$ cat src/common/pstg_pkg.sv
// Purpose: shared constants for the PWM input stage with cross-conduction guard
// Assumes: primary_oscillator clock at 40 MHz
// Notes: dead time is dead_time_select plus one steps of DEAD_TIME_STEP_NS
package pstg_pkg;
  localparam int CLK_MHZ = 40;
  // Glitch reject time in ns and its cycle count (least time, rounded up)
  localparam int GLITCH_REJECT_TIME_NS = 100;
  localparam int GLITCH_CYCLES = (GLITCH_REJECT_TIME_NS * CLK_MHZ + 999) / 1000;
  localparam int GLITCH_CNT_W = 4;
  // Dead time select width and step per code in ns
  localparam int DT_SEL_W = 3;
  localparam int DEAD_TIME_STEP_NS = 200;
  localparam int DEAD_TIME_STEP_CYCLES = (DEAD_TIME_STEP_NS * CLK_MHZ + 999) / 1000;
  localparam int DT_CNT_W = 8;
  localparam logic [DT_SEL_W-1:0] DT_SEL_RESET = 3'h0;
endpackage : pstg_pkg

$ cat src/common/pstg_sync_if.sv
// Purpose: carries synchronised primary inputs between filter and main stage
// Assumes: single clock domain
// Notes: one producer, one consumer
`timescale 1ns/1ps
`default_nettype none
interface pstg_sync_if;
  logic pwm;
  logic monitor;
  logic enable;
  modport prod (output pwm, output monitor, output enable);
  modport cons (input pwm, input monitor, input enable);
endinterface : pstg_sync_if
`default_nettype wire

$ cat src/hw/pstg_in_sync.sv
// Purpose: two-flop synchronisers plus glitch filter on the PWM input
// Assumes: pins asynchronous to clk
// Notes: filter adds GLITCH_CYCLES of latency to PWM edges
`timescale 1ns/1ps
`default_nettype none
module pstg_in_sync (
  input wire logic clk,
  input wire logic rst_n,
  input wire logic pwm_in_positive,
  input wire logic shoot_through_monitor_in,
  input wire logic enable_in,
  pstg_sync_if.prod so
);
  import pstg_pkg::*;
  logic [2:0] s1_ff, s2_ff, nxt_s1, nxt_s2;
  logic pwm_f_ff, nxt_pwm_f;
  logic [GLITCH_CNT_W-1:0] gcnt_ff, nxt_gcnt;
  // Synchroniser stages and PWM glitch filter next values
  always_comb begin
    nxt_s1 = {enable_in, shoot_through_monitor_in, pwm_in_positive};
    nxt_s2 = s1_ff;
    nxt_pwm_f = pwm_f_ff;
    nxt_gcnt = '0;
    // A level must hold GLITCH_CYCLES before it is believed
    if (s2_ff[0] != pwm_f_ff) begin
      if (gcnt_ff == GLITCH_CNT_W'(GLITCH_CYCLES - 1)) begin
        nxt_pwm_f = s2_ff[0];
      end else begin
        nxt_gcnt = gcnt_ff + 1'b1;
      end
    end
  end
  always_ff @(posedge clk or negedge rst_n) begin
    if (!rst_n) begin
      s1_ff <= 3'h0;
      s2_ff <= 3'h0;
      pwm_f_ff <= 1'b0;
      gcnt_ff <= '0;
    end else begin
      s1_ff <= nxt_s1;
      s2_ff <= nxt_s2;
      pwm_f_ff <= nxt_pwm_f;
      gcnt_ff <= nxt_gcnt;
    end
  end
  assign so.pwm = pwm_f_ff;
  assign so.monitor = s2_ff[1];
  assign so.enable = s2_ff[2];
endmodule : pstg_in_sync
`default_nettype wire

$ cat src/hw/pstg_top.sv
// Purpose: PWM input stage with cross-conduction protection
// Assumes: enable_in is already a qualified validity level
// Notes: outputs are registered except inhibition_active_flag, an OR of registers; pwm_cmd also gates the output oscillator
`timescale 1ns/1ps
`default_nettype none
module pstg_top (
  input wire logic clk,
  input wire logic nrst,
  input wire logic pwm_in_positive,
  input wire logic shoot_through_monitor_in,
  input wire logic enable_in,
  input wire logic [pstg_pkg::DT_SEL_W-1:0] dead_time_select,
  input wire logic error_clear,
  output logic pwm_cmd,
  output logic output_start_stop_oscillator,
  output logic inhibition_active_flag,
  output logic suppressed_edge_error_flag
);
  import pstg_pkg::*;
  logic rs1_ff, rst_n;
  pstg_sync_if sif ();
  // Reset release through two flops
  always_ff @(posedge clk or negedge nrst) begin
    if (!nrst) begin
      rs1_ff <= 1'b0;
      rst_n <= 1'b0;
    end else begin
      rs1_ff <= 1'b1;
      rst_n <= rs1_ff;
    end
  end
  pstg_in_sync u_sync (
    .clk(clk),
    .rst_n(rst_n),
    .pwm_in_positive(pwm_in_positive),
    .shoot_through_monitor_in(shoot_through_monitor_in),
    .enable_in(enable_in),
    .so(sif.prod)
  );
  typedef enum logic [1:0] {
    PSTG_IDLE = 2'b01,
    PSTG_DEAD = 2'b10
  } pstg_inh_e;
  pstg_inh_e st_ff, nxt_st;
  logic [DT_CNT_W-1:0] dcnt_ff, nxt_dcnt;
  logic pwm_prev_ff, nxt_pwm_prev;
  logic cmd_ff, nxt_cmd;
  logic err_ff, nxt_err;
  logic inhibit;
  logic rise;
  logic [DT_CNT_W-1:0] dead_cycles;
  // Dead time per code; code 0 still appends one step
  assign dead_cycles = DT_CNT_W'((32'(dead_time_select) + 1) * DEAD_TIME_STEP_CYCLES);
  // Inhibit covers the synchronised monitor pulse and the dead time tail
  assign inhibit = sif.monitor || (st_ff == PSTG_DEAD);
  assign rise = sif.pwm && !pwm_prev_ff;
  // Inhibit sequencer, command and error next values
  always_comb begin
    nxt_st = st_ff;
    nxt_dcnt = dcnt_ff;
    nxt_pwm_prev = sif.pwm;
    nxt_cmd = cmd_ff;
    nxt_err = err_ff;
    case (st_ff)
      PSTG_IDLE: begin
        nxt_dcnt = '0;
      end
      PSTG_DEAD: begin
        if (dcnt_ff <= 8'h01) begin
          nxt_st = PSTG_IDLE;
          nxt_dcnt = '0;
        end else begin
          nxt_dcnt = dcnt_ff - 1'b1;
        end
      end
      default: begin
        nxt_st = PSTG_IDLE;
        nxt_dcnt = '0;
      end
    endcase
    // Monitor high restarts the tail so it is counted from the pulse end
    if (sif.monitor) begin
      nxt_st = PSTG_DEAD;
      nxt_dcnt = dead_cycles;
    end
    // Command: on only from an allowed rising edge, off on PWM low
    if (!sif.enable) begin
      nxt_cmd = 1'b0;
    end else if (!sif.pwm) begin
      nxt_cmd = 1'b0;
    end else if (rise && !inhibit) begin
      nxt_cmd = 1'b1;
    end
    // An on command survives inhibit; only PWM low or enable drops it
    // Only inhibits seen on a clock edge can suppress, so sub-cycle ones between edges don't
    if (error_clear) begin
      nxt_err = 1'b0;
    end
    if (rise && inhibit && sif.enable) begin
      nxt_err = 1'b1;
    end
  end
  always_ff @(posedge clk or negedge rst_n) begin
    if (!rst_n) begin
      st_ff <= PSTG_IDLE;
      dcnt_ff <= '0;
      pwm_prev_ff <= 1'b0;
      cmd_ff <= 1'b0;
      err_ff <= 1'b0;
    end else begin
      st_ff <= nxt_st;
      dcnt_ff <= nxt_dcnt;
      pwm_prev_ff <= nxt_pwm_prev;
      cmd_ff <= nxt_cmd;
      err_ff <= nxt_err;
    end
  end
  assign pwm_cmd = cmd_ff;
  assign output_start_stop_oscillator = cmd_ff;
  assign inhibition_active_flag = inhibit;
  assign suppressed_edge_error_flag = err_ff;
endmodule : pstg_top
`default_nettype wire

$ cat config.mk
export PLATFORM = sky130hd
export DESIGN_NAME = pstg_top
export DESIGN_NICKNAME = d
export VERILOG_FILES = /design/src/common/pstg_pkg.sv /design/src/common/pstg_sync_if.sv /design/src/hw/pstg_in_sync.sv /design/src/hw/pstg_top.sv
export SDC_FILE = /design/constraint.sdc
export NUM_CORES = 1
export LEC_CHECK = 0
export BUFFER_PORTS_ARGS = -buffer_cell sky130_fd_sc_hd__buf_2
export CAP_MARGIN = 20
export CORE_ASPECT_RATIO = 0.9
export CORE_MARGIN = 2
export CORE_UTILIZATION = 30
export CTS_BUF_LIST = sky130_fd_sc_hd__clkbuf_2 sky130_fd_sc_hd__clkbuf_4 sky130_fd_sc_hd__clkbuf_8
export DETAILED_ROUTE_END_ITERATION = 7
export GPL_ROUTABILITY_DRIVEN = 0
export HOLD_SLACK_MARGIN = 0.12
export PLACE_DENSITY = 0.43
export SKIP_CTS_REPAIR_TIMING = 1
export SLEW_MARGIN = 10
export SYNTH_ARGS = -nofsm -noshare
export SYNTH_HDL_FRONTEND = slang
export SYNTH_HIERARCHICAL = 1
export SYNTH_SLANG_ARGS = --single-unit
$ cat constraint.sdc
create_clock -name clk -period 1.1 [get_ports clk]
set_input_delay 0 -clock clk [delete_from_list [all_inputs] [get_ports clk]]
set_output_delay 0 -clock clk [all_outputs]
set_load 0.01 [all_outputs]
==> impl_results.md <==
- Worst VDD drop: around 940 uV
- Final nets: 148
- Global route overflow: 0
- H-tree Lvls: 1
- CP arrival: ~1700 ps
- Seq/Total Area, Yosys: 0.587
- Layout cells sized above 1: 0.440
- Antenna viol nets, final: 0
- CTS tree: done
- Cells on worst reg2reg path: 4
- Failing checks: setup timing
- Inserted Diodes: 0
- Vias: 791
- Syn Std Cell Area: 1110 um^2
- Syn Nets: just over 100
- CTS Buf Count: 3
- WP data required: around 1300 ps
- Lkg Pwr: 0.744 nW
- Synth area leader: dfrtp_1
- Top cells by area, synth: dfrtp_1 (56%), ha_1 (4.5%), nor3_1 (3.2%)
- RSZ-0062 raised after global routing: yes
- CP endpoint: dcnt_ff[7]$_DFF_PN0_
- Min-Delay Path Class: reg2async
- Crit Reg-Reg Endpoint: dcnt_ff[7]$_DFF_PN0_
- Busiest grt layer: met2
- Initial Utilization: 0.322
- Hpwl dp: 1550 um
- Max Buffers Root-to-Sink: 2
- FF-to-FF setup slack: -420 ps
- Asr flop ratio synth: 1.00
- Met2 GRT Util: 0.165
- Setup crit start kind: flop
- Fillers: 326
- DR WL/cell: 12.0 um
- Final min period: 1520 ps
- Ys flop type: dfrtp_1
- Post-synth top area share: 0.563
- IO Count: 13
- Most frequent cells in the layout: dfrtp_1 (25), buf_4 (20), buf_2 (11)
- Area Growth Syn to Fin: 45.3%
- CP cell instances: or4_4 -> nor4_2 -> mux2i_1 -> nor2_1
- Global-route usage over all layers: 0.113
- Setup WS pre-CTS: -464 ps
- First-pass GRT wire length: 3440 um
- Total power: 3.84 mW
- Drc violations: 0
- WS Path Type: reg2reg
- Worst-path fanout max: 3
- Tcrit/Tclk final: 1.38
- Slowest CP cell: or4_4
- Initial antenna violation count: 0
- Die Y: 61.7 um
- Count of different cell masters after synthesis: 34
- Maximum Capacitance Violations: 0
- Setup crit start: dcnt_ff[2]$_DFF_PN0_
- Clk sink count: 26
- Largest net degree at the start of global routing: 19
- Final wirelength: 2130 um
- Global Route met3 Usage: 0.0378
- Root Buffer: clkbuf_8
- Post-synth EDFFs: 0
- 1st-pass router iterations: 4
- Final Hold Viols: 0
- CORE AREA: 3450 um^2
- # port buffers: 12
- Final core occ: 0.467
- Max Freq: 0.659 GHz
- Syn_area_per_cell: 12.3 um^2
- Initial DRC count: 18
- Worst setup margin: -416 ps
- Rows: 20
- CP max stage delay: approximately 570 ps
- Vias per cell: roughly 4.4
- Critical Path End Type: flop
- Yosys reg bits: 26
- Ys Warns: 6
- Gate Count Post-Synth: 90
- Vias in the first global route: 742
- Die X: 68.2 um
- Area of the die: 4210 um^2
- Status: finished, violations left
- Clock transition at path regs: roughly 90 ps
- Worst skew pair latency: 260 ps
- Power Dens Cells: 2380 nW/um^2
- Setup-failing EPs final: 14
- Commonest non-fill, non-tap cell in the layout: dfrtp_1
- Skew final: around 0.77 ps
- Worst r2r src: dcnt_ff[2]$_DFF_PN0_
- Slew Limit Fails: 0
- Met1 Use GR: 0.164
==> layout make-up <==
cell class / count / area [um^2] / area share
Multi-Input combinational cell: 58 / 510 / 0.316
Timing Repair Buffer: 42 / 327 / 0.202
Sequential cell: 26 / 652 / 0.404
Clock buffer: 4 / 55.1 / 0.0341
Tap cell: 44 / 55.1 / 0.0341
Inverter: 4 / 15.0 / 0.00930
==> per-layer routing <==
metal  share of wire  up-vias
met5               0        -
met4               0        0
met3           0.038        0
met2            0.44       18
met1            0.52      371
li1                -      402
==> synth_stat cells, types with 2 or more instances <==
| master | n |
|---|---|
| nand2b_1 | 4 |
| xnor2_1 | 4 |
| nor3_1 | 7 |
| nor2_1 | 6 |
| mux2i_1 | 2 |
| nor2b_1 | 3 |
| nand2_1 | 3 |
| inv_1 | 4 |
| a21oi_1 | 2 |
| ha_1 | 4 |
| dfrtp_1 | 25 |
| xor2_1 | 2 |
| o31ai_1 | 3 |
==> worst min path at each step <==
stage / startpoint / to / slack [ps] / depth (start not counted)
floorplan: nrst / rs1_ff$_DFF_PN0_ / -300 / 0
global placement: nrst / rs1_ff$_DFF_PN0_ / -220 / 1
detailed placement: nrst / rs1_ff$_DFF_PN0_ / -210 / 1
CTS: nrst / rs1_ff$_DFF_PN0_ / -500 / 1
global route: rst_n$_DFF_PN0_ / u_sync/nxt_s2[0]$_DFF_PN0_ / 180 / 0
finish: rst_n$_DFF_PN0_ / u_sync/nxt_s2[0]$_DFF_PN0_ / 140 / 0
==> sequential cells by signal, summed over array words and instances, names as in the netlist <==
register / flops
u_sync/s2_ff: 3
rs1_ff: 1
output_start_stop_oscillator: 1
suppressed_edge_error_flag: 1
u_sync/gcnt_ff: 4
dcnt_ff: 8
u_sync/nxt_s2: 3
u_sync/so.pwm: 1
st_ff: 2
rst_n: 1
pwm_prev_ff: 1
==> kinds of logic (layout without fill, tap and decap cells) <==
group,count (synthesis),in the layout,synth area share
buf+inv,6,50,0.0236
xor+xnor,6,6,0.0473
compound gates,9,9,0.0608
fa+ha+maj,4,4,0.0450
other cells,1,1,0.00338
simple gates,35,35,0.205
mux,3,3,0.0282
flops,26,26,0.587
==> worst max-delay path, delay by kind of cell (launching register included) <==
| kind | cells | cell delay (ps) |
|---|---|---|
| and+or+nand+nor | 3 | 810 |
| muxes | 1 | 220 |
| DFF | 1 | 380 |
==> through the flow <==
stage | instance area [um^2] | TNS [ps] | hold slack [ps] | cells
after detailed placement | 1380 | -4030 | -210 | 161
after global routing | 1610 | -5170 | 184 | 178
after global placement | 1380 | -3890 | -216 | 161
after CTS | 1430 | -4500 | -502 | 165
after floorplan | 1130 | -3580 | -296 | 90
final | 1610 | -4330 | 141 | 178
==> report_power, final <==
part	total [mW]	switching, mW	internal [mW]	leakage (nW)
Sequential	1.37	0.174	1.19	0.324
Combinational	1.88	0.793	1.08	0.391
Clock	0.600	0.280	0.319	0.0288
(Power assumes the default switching activity.)
